## src/pkg/dfps_pkg.sv

```systemverilog
// package of constants and types for the drive fault protection supervisor
// Summary of operation
// overload protect mode: 0 off, 1 standard motor with low-speed derating, 2 inverter-duty motor
// overload fault trips when accumulated overload reaches full scale
// overload level and current limit scale with the protection factor
// over-voltage stall enable: 0 off, 1 on
// while decelerating with stall on, freeze frequency while bus above stall point
// stall point is a percentage of rated peak voltage
// pre-alarm monitored only at constant speed (0) or always (1)
// pre-alarm threshold is percent of rated current, with a configurable delay
// current limit threshold is percent of rated current, held in real time
// in current limiting, frequency falls at a configurable rate
// current limit mode: 0 off, 1 ramps only, 2 ramps and constant speed
// auto reset count limits retries; zero means manual reset only
// fault stops output; after interval, clears and resumes while retries remain
// relay operates during auto reset period only when relay action is 1
// under-voltage: 0 no relay or code, 1 only running, 2 always
// bus compared to under-voltage point; defaults 400 V and 250 V DC
// pre-alarm only after current stays above threshold for full delay
package dfps_pkg;
  localparam int CLK_HZ = 50000000;
  localparam int MS_PER_S = 1000;
  localparam int TICK_MS = 100;
  localparam int TICK_CYCLES = CLK_HZ / MS_PER_S * TICK_MS;
  // register byte offsets
  localparam logic [5:0] OFS_CTRL = 6'h00;
  localparam logic [5:0] OFS_LEVEL = 6'h04;
  localparam logic [5:0] OFS_LIMIT = 6'h08;
  localparam logic [5:0] OFS_RESET = 6'h0c;
  localparam logic [5:0] OFS_STATUS = 6'h10;
  localparam logic [5:0] OFS_MASK = 6'h14;
  localparam logic [5:0] OFS_STATE = 6'h18;
  localparam logic [5:0] OFS_CMD = 6'h1c;
  // scaling: percent values in tenths, full scale 1000
  localparam logic [15:0] PCT_FULL = 16'h03e8;
  localparam logic [15:0] PCT_FACTOR_RST = 16'h03e8;
  localparam logic [15:0] PCT_STALL_RST = 16'h04b0;
  localparam logic [15:0] PCT_PRE_RST = 16'h05dc;
  localparam logic [15:0] PCT_LIMIT_RST = 16'h05dc;
  localparam logic [15:0] UV_380_RST = 16'h0190;
  localparam logic [15:0] UV_220_RST = 16'h00fa;
  localparam logic [15:0] RATE_RST = 16'h01f4;
  localparam logic [7:0] PRE_DELAY_RST = 8'h32;
  localparam logic [7:0] INTERVAL_RST = 8'h14;
  localparam logic [2:0] COUNT_RST = 3'h0;
  localparam logic [31:0] CTRL_RST = 32'h0000_0021; // standard motor mode, limit in ramps and constant speed
  // standard motor keeps three quarters of its overload level at low speed
  localparam int DERATE_MUL = 3;
  localparam int DERATE_SHIFT = 2;
  localparam logic [23:0] HEAT_FULL = 24'h989680;
  localparam logic [15:0] LOW_SPEED_HZ = 16'h0fa0;
  localparam logic [1:0] OLM_OFF = 2'h0;
  localparam logic [1:0] OLM_STD = 2'h1;
  localparam logic [1:0] OLM_INV = 2'h2;
  localparam logic [1:0] CLM_OFF = 2'h0;
  localparam logic [1:0] CLM_RAMP = 2'h1;
  localparam logic [1:0] CLM_ALL = 2'h2;
  localparam logic [1:0] UVA_NONE = 2'h0;
  localparam logic [1:0] UVA_RUN = 2'h1;
  localparam logic [1:0] UVA_ALL = 2'h2;
  // status bit positions
  localparam int ST_OVERLOAD = 0;
  localparam int ST_UNDERVOLT = 1;
  localparam int ST_PREALARM = 2;
  localparam int ST_RETRY = 3;
  localparam int ST_W = 4;
  typedef enum logic [1:0] {RAMP_CONST, RAMP_ACC, RAMP_DEC, RAMP_STOP} dfps_ramp_e;
  typedef enum {FS_RUN, FS_WAIT, FS_LOCK} dfps_fault_e;
  typedef struct packed {
    logic [15:0] current;   // output current, percent of rated in tenths
    logic [15:0] busVolt;   // dc bus voltage in volts
    logic [15:0] freqHz;    // output frequency in centihertz
    logic [15:0] peakVolt;  // rated peak voltage in volts
    dfps_ramp_e ramp;
  } dfps_meas_s;
  typedef struct packed {
    logic holdRamp;
    logic limitActive;
    logic [15:0] fallRate;
    logic stopOutput;
  } dfps_drive_s;
endpackage : dfps_pkg
```

## src/logic/dfps_supervisor.sv

```systemverilog
// protection supervisor: overload, stall, current limit, under-voltage, auto reset
//
// Decided for this implementation: the register offsets and register access over Avalon-MM.
`timescale 1ns/1ps
`default_nettype none
module dfps_supervisor (
  input wire logic clock,
  input wire logic rst_n,
  input wire logic [5:0] address,
  input wire logic read,
  input wire logic write,
  input wire logic [31:0] writedata,
  output logic [31:0] readdata,
  output logic waitrequest,
  input wire dfps_pkg::dfps_meas_s meas,
  input wire logic classIs380,
  output var dfps_pkg::dfps_drive_s drive,
  output logic faultRelay,
  output logic prealarm,
  output logic irq
);
  //--------------------------------------------------
  // register file
  //--------------------------------------------------
  logic [31:0] ctrl_reg, level_reg, limit_reg, reset_reg, uv_reg;
  logic [dfps_pkg::ST_W-1:0] status_reg, mask_reg;
  logic ack_reg;
  logic [2:0] uvInit_reg;
  logic class_s1_reg, class_s2_reg;
  // field pulls
  wire [1:0] overloadProtectMode = ctrl_reg[1:0];
  wire ovStallEnable = ctrl_reg[2];
  wire prealarmMonitorMode = ctrl_reg[3];
  wire [1:0] currentLimitActionMode = ctrl_reg[5:4];
  wire resetRelayAction = ctrl_reg[6];
  wire [1:0] undervoltActionSelect = ctrl_reg[9:8];
  wire [15:0] overloadProtectFactor = level_reg[15:0];
  wire [15:0] ovStallPoint = level_reg[31:16];
  wire [15:0] prealarmThreshold = limit_reg[15:0];
  wire [15:0] currentLimitThreshold = limit_reg[31:16];
  wire [15:0] limitFreqFallRate = reset_reg[15:0];
  wire [7:0] prealarmDelay = reset_reg[23:16];
  wire [7:0] autoResetInterval = reset_reg[31:24];
  wire [2:0] autoResetCount = ctrl_reg[14:12];
  wire [15:0] undervoltPoint = uv_reg[15:0];
  // bus decode
  // a write lands only at the edge where waitrequest is low
  wire wrStrobe = write & ack_reg;
  wire rdStrobe = read & ~ack_reg;
  wire wrCtrl = wrStrobe && address == dfps_pkg::OFS_CTRL;
  wire wrLevel = wrStrobe && address == dfps_pkg::OFS_LEVEL;
  wire wrLimit = wrStrobe && address == dfps_pkg::OFS_LIMIT;
  wire wrReset = wrStrobe && address == dfps_pkg::OFS_RESET;
  wire wrStatus = wrStrobe && address == dfps_pkg::OFS_STATUS;
  wire wrMask = wrStrobe && address == dfps_pkg::OFS_MASK;
  wire wrCmd = wrStrobe && address == dfps_pkg::OFS_CMD;
  wire manualClear = wrCmd & writedata[0];
  wire wrUv = wrCmd & writedata[1];
  assign waitrequest = (read | write) & ~ack_reg;

  //--------------------------------------------------
  // time base: 100 ms ticks
  //--------------------------------------------------
  logic [22:0] tickCnt_reg;
  wire tick = tickCnt_reg == 23'(dfps_pkg::TICK_CYCLES - 1);
  // free-running divider, one tick pulse per period
  always_ff @(posedge clock or negedge rst_n) begin
    if (!rst_n) tickCnt_reg <= '0;
    else tickCnt_reg <= tick ? '0 : tickCnt_reg + 23'h1;
  end

  //--------------------------------------------------
  // measurements and scaled levels
  //--------------------------------------------------
  wire [15:0] cur = meas.current;
  wire running = meas.ramp != dfps_pkg::RAMP_STOP;
  // motor level = rated scaled by factor; low speed derates standard motor
  wire [31:0] factorProd = 32'(overloadProtectFactor) * 32'(dfps_pkg::PCT_FULL);
  wire [15:0] motorLevel = 16'(factorProd / 32'(dfps_pkg::PCT_FULL));
  wire [15:0] derated = (overloadProtectMode == dfps_pkg::OLM_STD && meas.freqHz < dfps_pkg::LOW_SPEED_HZ)
                        ? 16'((32'(motorLevel) * 32'(dfps_pkg::DERATE_MUL)) >> dfps_pkg::DERATE_SHIFT)
                        : motorLevel;
  wire [31:0] limitProd = 32'(currentLimitThreshold) * 32'(overloadProtectFactor);
  wire [15:0] limitLevel = 16'(limitProd / 32'(dfps_pkg::PCT_FULL));
  wire [31:0] stallProd = 32'(meas.peakVolt) * 32'(ovStallPoint);
  wire [15:0] stallVolt = 16'(stallProd / 32'(dfps_pkg::PCT_FULL));

  //--------------------------------------------------
  // overload heat accumulator
  //--------------------------------------------------
  logic [23:0] heat_reg;
  wire heatOn = overloadProtectMode != dfps_pkg::OLM_OFF;
  wire over = cur > derated;
  wire [23:0] excess = 24'(cur - derated);
  wire heatFull = heat_reg >= dfps_pkg::HEAT_FULL;
  // heat grows by the excess each tick and cools by one when under level
  always_ff @(posedge clock or negedge rst_n) begin
    if (!rst_n) heat_reg <= '0;
    else if (!heatOn) heat_reg <= '0;
    else if (tick && over && !heatFull) heat_reg <= heat_reg + excess;
    else if (tick && !over && heat_reg != '0) heat_reg <= heat_reg - 24'h1;
  end

  //--------------------------------------------------
  // overload pre-alarm with restartable delay
  //--------------------------------------------------
  logic [7:0] preCnt_reg;
  logic prealarm_reg;
  wire preWatch = prealarmMonitorMode || meas.ramp == dfps_pkg::RAMP_CONST;
  wire preOver = preWatch && cur > prealarmThreshold;
  // delay count restarts whenever current drops under the threshold
  always_ff @(posedge clock or negedge rst_n) begin
    if (!rst_n) begin
      preCnt_reg <= '0;
      prealarm_reg <= 1'b0;
    end else if (!preOver) begin
      preCnt_reg <= '0;
      prealarm_reg <= 1'b0;
    end else begin
      if (tick && preCnt_reg < prealarmDelay) preCnt_reg <= preCnt_reg + 8'h1;
      prealarm_reg <= preCnt_reg >= prealarmDelay;
    end
  end
  assign prealarm = prealarm_reg;

  //--------------------------------------------------
  // stall hold and current limit
  //--------------------------------------------------
  wire limitEnabled = currentLimitActionMode == dfps_pkg::CLM_ALL
                      || (currentLimitActionMode == dfps_pkg::CLM_RAMP
                          && (meas.ramp == dfps_pkg::RAMP_ACC || meas.ramp == dfps_pkg::RAMP_DEC));
  wire stallNext = ovStallEnable && meas.ramp == dfps_pkg::RAMP_DEC && meas.busVolt > stallVolt;
  wire limitNext = limitEnabled && running && cur > limitLevel;

  //--------------------------------------------------
  // fault sequencing and auto reset
  //--------------------------------------------------
  dfps_pkg::dfps_fault_e fs_reg, fs_next;
  logic [7:0] waitCnt_reg;
  logic [2:0] retries_reg;
  logic relay_reg;
  wire uvLow = meas.busVolt < undervoltPoint;
  wire uvReport = undervoltActionSelect == dfps_pkg::UVA_ALL
                  || (undervoltActionSelect == dfps_pkg::UVA_RUN && running);
  wire uvFault = uvLow && uvReport;
  wire faultEvent = (heatOn && heatFull) || uvFault;
  wire retryLeft = retries_reg < autoResetCount;
  wire waitDone = waitCnt_reg >= autoResetInterval;
  // fault state: run, wait for auto reset, or locked until manual clear
  always_comb begin
    fs_next = fs_reg;
    case (fs_reg)
      dfps_pkg::FS_RUN: if (faultEvent) fs_next = retryLeft ? dfps_pkg::FS_WAIT : dfps_pkg::FS_LOCK;
      dfps_pkg::FS_WAIT: if (waitDone && !faultEvent) fs_next = dfps_pkg::FS_RUN;
      dfps_pkg::FS_LOCK: if (manualClear && !faultEvent) fs_next = dfps_pkg::FS_RUN;
      default: fs_next = dfps_pkg::FS_RUN;
    endcase
  end
  // state, reset interval counter and retries used
  always_ff @(posedge clock or negedge rst_n) begin
    if (!rst_n) begin
      fs_reg <= dfps_pkg::FS_RUN;
      waitCnt_reg <= '0;
      retries_reg <= '0;
    end else begin
      fs_reg <= fs_next;
      if (fs_reg != dfps_pkg::FS_WAIT) waitCnt_reg <= '0;
      else if (tick && !waitDone) waitCnt_reg <= waitCnt_reg + 8'h1;
      if (manualClear) retries_reg <= '0;
      else if (fs_reg == dfps_pkg::FS_RUN && fs_next == dfps_pkg::FS_WAIT) retries_reg <= retries_reg + 3'h1;
    end
  end
  // relay: locked faults always act; retry wait acts only when chosen
  wire relayNext = fs_next == dfps_pkg::FS_LOCK
                   || (fs_next == dfps_pkg::FS_WAIT && resetRelayAction);
  always_ff @(posedge clock or negedge rst_n) begin
    if (!rst_n) relay_reg <= 1'b0;
    else relay_reg <= relayNext;
  end
  assign faultRelay = relay_reg;

  // drive outputs from flops
  always_ff @(posedge clock or negedge rst_n) begin
    if (!rst_n) drive <= '0;
    else begin
      drive.holdRamp <= stallNext;
      drive.limitActive <= limitNext;
      drive.fallRate <= limitFreqFallRate;
      drive.stopOutput <= fs_next != dfps_pkg::FS_RUN;
    end
  end

  //--------------------------------------------------
  // interrupt status, set wins over clear
  //--------------------------------------------------
  wire [dfps_pkg::ST_W-1:0] events;
  assign events[dfps_pkg::ST_OVERLOAD] = heatOn && heatFull && fs_reg == dfps_pkg::FS_RUN;
  assign events[dfps_pkg::ST_UNDERVOLT] = uvFault && fs_reg == dfps_pkg::FS_RUN;
  assign events[dfps_pkg::ST_PREALARM] = preOver && preCnt_reg >= prealarmDelay && !prealarm_reg;
  assign events[dfps_pkg::ST_RETRY] = fs_reg == dfps_pkg::FS_WAIT && fs_next == dfps_pkg::FS_RUN;
  wire [dfps_pkg::ST_W-1:0] clearBits = wrStatus ? writedata[dfps_pkg::ST_W-1:0] : '0;
  // sticky bits; an event in the clearing cycle stays set
  always_ff @(posedge clock or negedge rst_n) begin
    if (!rst_n) status_reg <= '0;
    else status_reg <= (status_reg & ~clearBits) | events;
  end
  assign irq = |(status_reg & mask_reg);

  //--------------------------------------------------
  // register writes and read mux
  //--------------------------------------------------
  // settings, mask and the one-cycle wait state
  always_ff @(posedge clock or negedge rst_n) begin
    if (!rst_n) begin
      ctrl_reg <= dfps_pkg::CTRL_RST;
      level_reg <= {dfps_pkg::PCT_STALL_RST, dfps_pkg::PCT_FACTOR_RST};
      limit_reg <= {dfps_pkg::PCT_LIMIT_RST, dfps_pkg::PCT_PRE_RST};
      reset_reg <= {dfps_pkg::INTERVAL_RST, dfps_pkg::PRE_DELAY_RST, dfps_pkg::RATE_RST};
      mask_reg <= '0;
      ack_reg <= 1'b0;
    end else begin
      ack_reg <= (read | write) & ~ack_reg;
      if (wrCtrl) ctrl_reg <= writedata;
      if (wrLevel) level_reg <= writedata;
      if (wrLimit) limit_reg <= writedata;
      if (wrReset) reset_reg <= writedata;
      if (wrMask) mask_reg <= writedata[dfps_pkg::ST_W-1:0];
    end
  end
  // under-voltage point: class default loaded once the strap has passed both sync stages
  wire uvLoad = uvInit_reg[1] & ~uvInit_reg[2];
  always_ff @(posedge clock or negedge rst_n) begin
    if (!rst_n) begin
      class_s1_reg <= 1'b0;
      class_s2_reg <= 1'b0;
      uvInit_reg <= '0;
      uv_reg <= '0;
    end else begin
      class_s1_reg <= classIs380;
      class_s2_reg <= class_s1_reg;
      uvInit_reg <= {uvInit_reg[1:0], 1'b1};
      if (wrUv) uv_reg <= {16'h0, writedata[31:16]};
      else if (uvLoad) uv_reg <= 32'(class_s2_reg ? dfps_pkg::UV_380_RST : dfps_pkg::UV_220_RST);
    end
  end
  // read selection, registered at the first request edge
  logic [31:0] rdMux;
  always_comb begin
    case (address)
      dfps_pkg::OFS_CTRL: rdMux = ctrl_reg;
      dfps_pkg::OFS_LEVEL: rdMux = level_reg;
      dfps_pkg::OFS_LIMIT: rdMux = limit_reg;
      dfps_pkg::OFS_RESET: rdMux = reset_reg;
      dfps_pkg::OFS_STATUS: rdMux = 32'(status_reg);
      dfps_pkg::OFS_MASK: rdMux = 32'(mask_reg);
      dfps_pkg::OFS_STATE: rdMux = {uv_reg[15:0], 8'(heat_reg[23:16]), 3'h0, retries_reg, 2'(fs_reg)};
      default: rdMux = '0;
    endcase
  end
  always_ff @(posedge clock or negedge rst_n) begin
    if (!rst_n) readdata <= '0;
    else if (rdStrobe) readdata <= rdMux;
  end
endmodule : dfps_supervisor
`default_nettype wire

```

## config.mk

```make
export PLATFORM = sky130hd
export DESIGN_NAME = dfps_supervisor
export DESIGN_NICKNAME = d
export VERILOG_FILES = /design/src/pkg/dfps_pkg.sv /design/src/logic/dfps_supervisor.sv
export SDC_FILE = /design/constraint.sdc
export NUM_CORES = 2
export LEC_CHECK = 0
export ABC_AREA = 1
export BUFFER_PORTS_ARGS = -buffer_cell sky130_fd_sc_hd__buf_2
export CORE_MARGIN = 2
export CORE_UTILIZATION = 45
export DETAILED_ROUTE_END_ITERATION = 12
export PLACE_DENSITY = 0.61
export SLEW_MARGIN = 30
export SYNTH_ARGS = -nofsm -noshare
export SYNTH_HDL_FRONTEND = slang
export SYNTH_SLANG_ARGS = --single-unit
```

## constraint.sdc

```tcl
create_clock -name clock -period 22 [get_ports clock]
set_input_delay 3.3 -clock clock [delete_from_list [all_inputs] [get_ports clock]]
set_output_delay 3.3 -clock clock [all_outputs]
set_load 0.02 [all_outputs]
```

======== Word level (Yosys, flattened, before mapping) ========
Index checks and enable logic that the tools add are counted.
operators by class
  add/subtract/negate cells ............... 7
  $mul .................................... 4
  divide/modulo/power cells ............... 3
  magnitude comparators ................... 11
  equality and inequality tests ........... 24
  mux-type cells .......................... 22
  bitwise operators ....................... 13
  reductions and logical operators ........ 55
operators by type and width
  kind                    count
  $pmux 32 s7             1
  $eq 32x2->1 const B     3
  $logic_not 32->1        3
  $mux 32                 3
  $pmux 32 s3             1
  $mux 24                 3
  $div 32x10->32 const B  2
  $gt 16x16->1            4
  $mul 16x16->32          2
  $mux 16                 3
  $div 26x10->32 const B  1
  $eq 32x1->1 const B     1
  $eq 32x3->1 const B     1
  $logic_and 1x1->1       32
  $mux 8                  4
  $ne 32x2->1 const B     1
  $reduce_bool 32->1      1
  $add 24x24->24          1
  $eq 6x5->1 const B      4
  $ge 24x24->1 const B    1
  $reduce_bool 24->1      1
  $sub 24x1->24 const B   1
  $add 23x1->23 const B   1
  $eq 23x23->1 const B    1
  35 further kinds        63
storage, ports and cells
  register bits ........................... 309
  input port bits ......................... 109
  output and inout port bits .............. 55
  word-level logic and storage cells ...... 163

======== Depth between registers and ports, before layout ========
  depth after elaboration ................. 13
  depth in mapped cells ................... 190
  depth with buffers taken out ............ 187

======== Least setup slack after synthesis ========
Ideal clock, no wire load.
  path type ............................... register to register
  start point ............................. register level_reg[2]
  end point ............................... register heat_reg[22]
  setup time .............................. 0.133 ns
  arrival time ............................ 20.327 ns
  required time ........................... 21.867 ns
  setup slack ............................. 1.540 ns
  stages on the path, launching flop included .. 166
  buffers on the path ..................... 3
  period minus slack after synthesis ...... 20.460 ns
  cell sequence ........................... dfrtp_1 fa_1 inv_1 fa_1 fa_1 inv_1 fa_1 ha_1 nand3_1 nand2_1 a21oi_1 o21ai_2 nand2_1 nand2_1 a21oi_2 nor2_1 o21ai_2 nand2_1 (+130 left out) nor2_1 o21ai_0 nand2_1 nand2_1 nand2_1 a21oi_1 o21ai_0 a31oi_1 inv_1 a21oi_1 o21ai_0 a21oi_1 o21ai_0 a21oi_1 o21bai_1 a21oi_1 o21ai_0 o21ai_0
on the way
  longest elaborated chain between the ends .. 9
  elaborated cells between the ends (all ways) .. 15
  classes of those cells .................. 2 x add/sub; 2 x mul; 1 x div; 1 x order compare; 1 x eq/ne; 3 x mux; 5 x reduce/logical
ends and longest elaborated chain
  item                                                                    RTL line                text
  from (decl)                                                             dfps_supervisor.sv:25   logic [31:0] ctrl_reg, level_reg, limit_reg, reset_reg, uv_reg;
  from (signal assigned)                                                  dfps_supervisor.sv:216  level_reg <= {dfps_pkg::PCT_STALL_RST, dfps_pkg::PCT_FACTOR_RST};
  from (signal assigned)                                                  dfps_supervisor.sv:224  if (wrLevel) level_reg <= writedata;
  $mul 16x7->23 (*)                                                       dfps_supervisor.sv:78   wire [31:0] factorProd = 32'(overloadProtectFactor) * 32'(dfps_pkg::PCT_FULL);
  $div 26x10->32 (*)                                                      dfps_supervisor.sv:79   wire [15:0] motorLevel = 16'(factorProd / 32'(dfps_pkg::PCT_FULL));
  $mul 16x2->18                                                           dfps_supervisor.sv:81   ? 16'((32'(motorLevel) * 32'(dfps_pkg::DERATE_MUL)) >> dfps_pkg::DERATE_SHIFT)
  $mux 16 (*)                                                             dfps_supervisor.sv:81
  parallel branches: the longest is 5 deep, another holds $add 24x24->24  --
  to (signal assigned)                                                    dfps_supervisor.sv:100  else if (tick && over && !heatFull) heat_reg <= heat_reg + excess;
  to (signal assigned)                                                    dfps_supervisor.sv:101  else if (tick && !over && heat_reg != '0) heat_reg <= heat_reg - 24'h1;
  to (decl)                                                               dfps_supervisor.sv:91   logic [23:0] heat_reg;
Mark *: on every way between the ends.
A chain may end at the register's enable or synchronous reset.

======== Final worst setup path ========
  start point ............................. register level_reg[1]
  end point ............................... register heat_reg[22]
The elaborated chain is that of the path after synthesis.

==> qor.csv <==
metric,value,unit
status,"complete, no violations",
critPathSlowestCell,fa_1,
reg2reg_depth,162,
yosysMostFrequentCell,nand2_1,
ant_nets,0,
synth-edff-count,0,
cts.htree.levels,2,
clkSlewWorstSetupHoldPaths,0.06,ns
max_slew_margin,31.5,%
synthArstFlopShare,100,%
dp_hpwl,123000,µm
ys_ff_latch,309,
clkSinkCount,309,
fin_worst_skew,0.0387,ns
nets,9039,
ys_types,80,
r2r_end,heat_reg[22],
ys_top_cells_by_count,"nand2_1 (1950), inv_1 (1528), fa_1 (445)",
fin_ws,0.911,ns
clock_tree.root_cell,clkbuf_16,
drc_errors,0,
tightest_slew,1.02,ns
max-clock-path-buffers,3,
min_to,uvInit_reg[1],
wl_per_cell,15.8,µm
fillers,11330,
grt_first_pass_wirelength,246000,µm
area_growth,16.4,%
crit_type,reg -> reg,
slowest_delay,0.58,ns
tritoncts,yes,
min_period_over_period,95.9,%
cp_common_cell,nand2_2,
fin_crit,21.09,ns
hold_viol,0,
post-place-ws,-0.574,ns
rows,125,
synth_largest_area_cell,fa_1,
cp_max_fo,8,
maxCapViolations,0,
grt_usage,24.9,%
yosysTopAreaCellShare,16.8,%
die_x,347,µm
drive_gt1_share,23.0,%
min_from,uvInit_reg[0],
fmax,0.0474,GHz
critPathBufInv,21,
critPathTopFamily,simple AND/OR/NAND/NOR gates,
start_kind,register,
dieArea,121000,µm²
synth_cells,7649,
cts_buffers,37,
critPathRequiredTime,22.47,ns
routed_wl,152000,µm
insertion_delay,0.60,ns
whs_path_depth,0,
die_y,347,µm
yosysWarnings,0,
synthTopCellsByArea,"fa_1 (17%), nand2_1 (14%), dfrtp_1 (13%), inv_1 (11%), ha_1 (9.5%)",
hold_class,reg -> reg,
ff2ff_setup_slack,0.91,ns
drt-pass1-iter-count,5,
start_util,45.5,%
r2r_start,level_reg[1],
drt-vias-per-instance,5.11,
io_buffer_count,158,
slew_viol_final,0,
synthesis.area,53000,µm²
finalSetupViolations,0,
ys.flop_type,dfrtp_1,
ys_seq_area_share,14.7,%
postCtsHoldBufs,0,
grt_max_degree,112,
grt_overflow_total,0,
pin_count,164,
crit_path_end_kind,register,
arrival,21.56,ns
antenna_found_initial,12,
rsz0062_at_grt,yes,
gp_congestion,0.928,
core,117000,µm²
avgSynthCellArea,6.93,µm²
routed-via-count,49250,
grt_pass1_vias,47214,
drtIter0Drc,3200,
worst max-delay path by stage:
| stage | startpoint | to | depth (start not counted) |
|---|---|---|---|
| floorplan | level_reg[2] | heat_reg[22] | 165 |
| global placement | level_reg[2] | heat_reg[22] | 166 |
| detailed placement | level_reg[2] | heat_reg[22] | 164 |
| CTS | level_reg[2] | heat_reg[23] | 169 |
| global route | level_reg[1] | heat_reg[22] | 171 |
| finish | level_reg[1] | heat_reg[22] | 162 |
kinds of logic after synthesis:
| family | after synthesis | share of synthesized area [%] |
|---|---|---|
| compound gates | 904 | 10.4 |
| xor+xnor | 176 | 2.98 |
| fa+ha+maj | 849 | 26.3 |
| buf+inv | 1842 | 13.3 |
| flops | 309 | 14.7 |
| other cells | 2 | 0.0142 |
| simple gates | 3567 | 32.3 |
layout make-up:
class                   count  area, µm²  area share (%)
multi-input cells        5528      40500            65.6
clock buffers              49       1030            1.67
clock inverters            17        273           0.442
inverters                1660       6330            10.3
diodes                      3       7.51          0.0122
repair buffers            545       3870            6.28
flip-flops and latches    309       7780            12.6
well taps                1524       1910            3.09
placed cells by master, fill, tap and decap left out, drive strengths merged, types with 20 or more instances in the layout:
cell type	count
o21ai	439
dfstp	37
nand3b	32
nor3	51
nor2	476
conb	31
buf	543
a21oi	213
nand2	2348
a221oi	20
fa	445
ha	404
o21bai	48
o22ai	36
xor2	134
nand4	70
xnor2	42
clkbuf	51
clkinv	22
nand3	548
inv	1645
dfrtp	272
o211ai	26
layer usage:
layer | GRT usage, % | part of all wire (%) | wire length, µm | vias to the layer above
li1 | - | - | - | 24497
met1 | 35.2 | 46 | 69800 | 23344
met2 | 41.2 | 46 | 70500 | 1211
met3 | 3.03 | 6.0 | 9170 | 182
met4 | 4.40 | 1.8 | 2710 | 16
met5 | 0 | 0.066 | 101 | -
worst reg2reg max path, delay by kind of cell (launching register included):
kind	cells	cell delay [ns]
AOI/OAI and AO/OA	43	5.81
xor gates and xnor gates	4	0.78
adders and majority gates	9	3.48
buffers and inverters	21	2.14
DFF	1	0.41
and+or+nand+nor	85	8.34
stage by stage:
step	hold WS (ns)	utilization [%]	area [µm²]	instances	TNS, ns
after floorplan	0.331	-	53100	7678	0
after global placement	0.331	49.0	57000	9436	-0.669
after detailed placement	0.336	49.0	57000	9436	-1.96
after CTS	0.349	50.1	58400	9503	0
after global routing	0.366	52.9	61700	9635	-2.19
final	0.347	52.9	61700	9635	0
repair_timing:
action                                  in CTS  in global routing
pin swaps                                    1                265
endpoints found under the hold margin        0                  0
gates cloned                                 0                  1
buffers inserted                             1                127
endpoints found under the setup margin       7                 24
gates resized for setup                     15                603
Power is not shown: default switching activity piles up to over one toggle a cycle in this logic, so the estimate is an artifact.
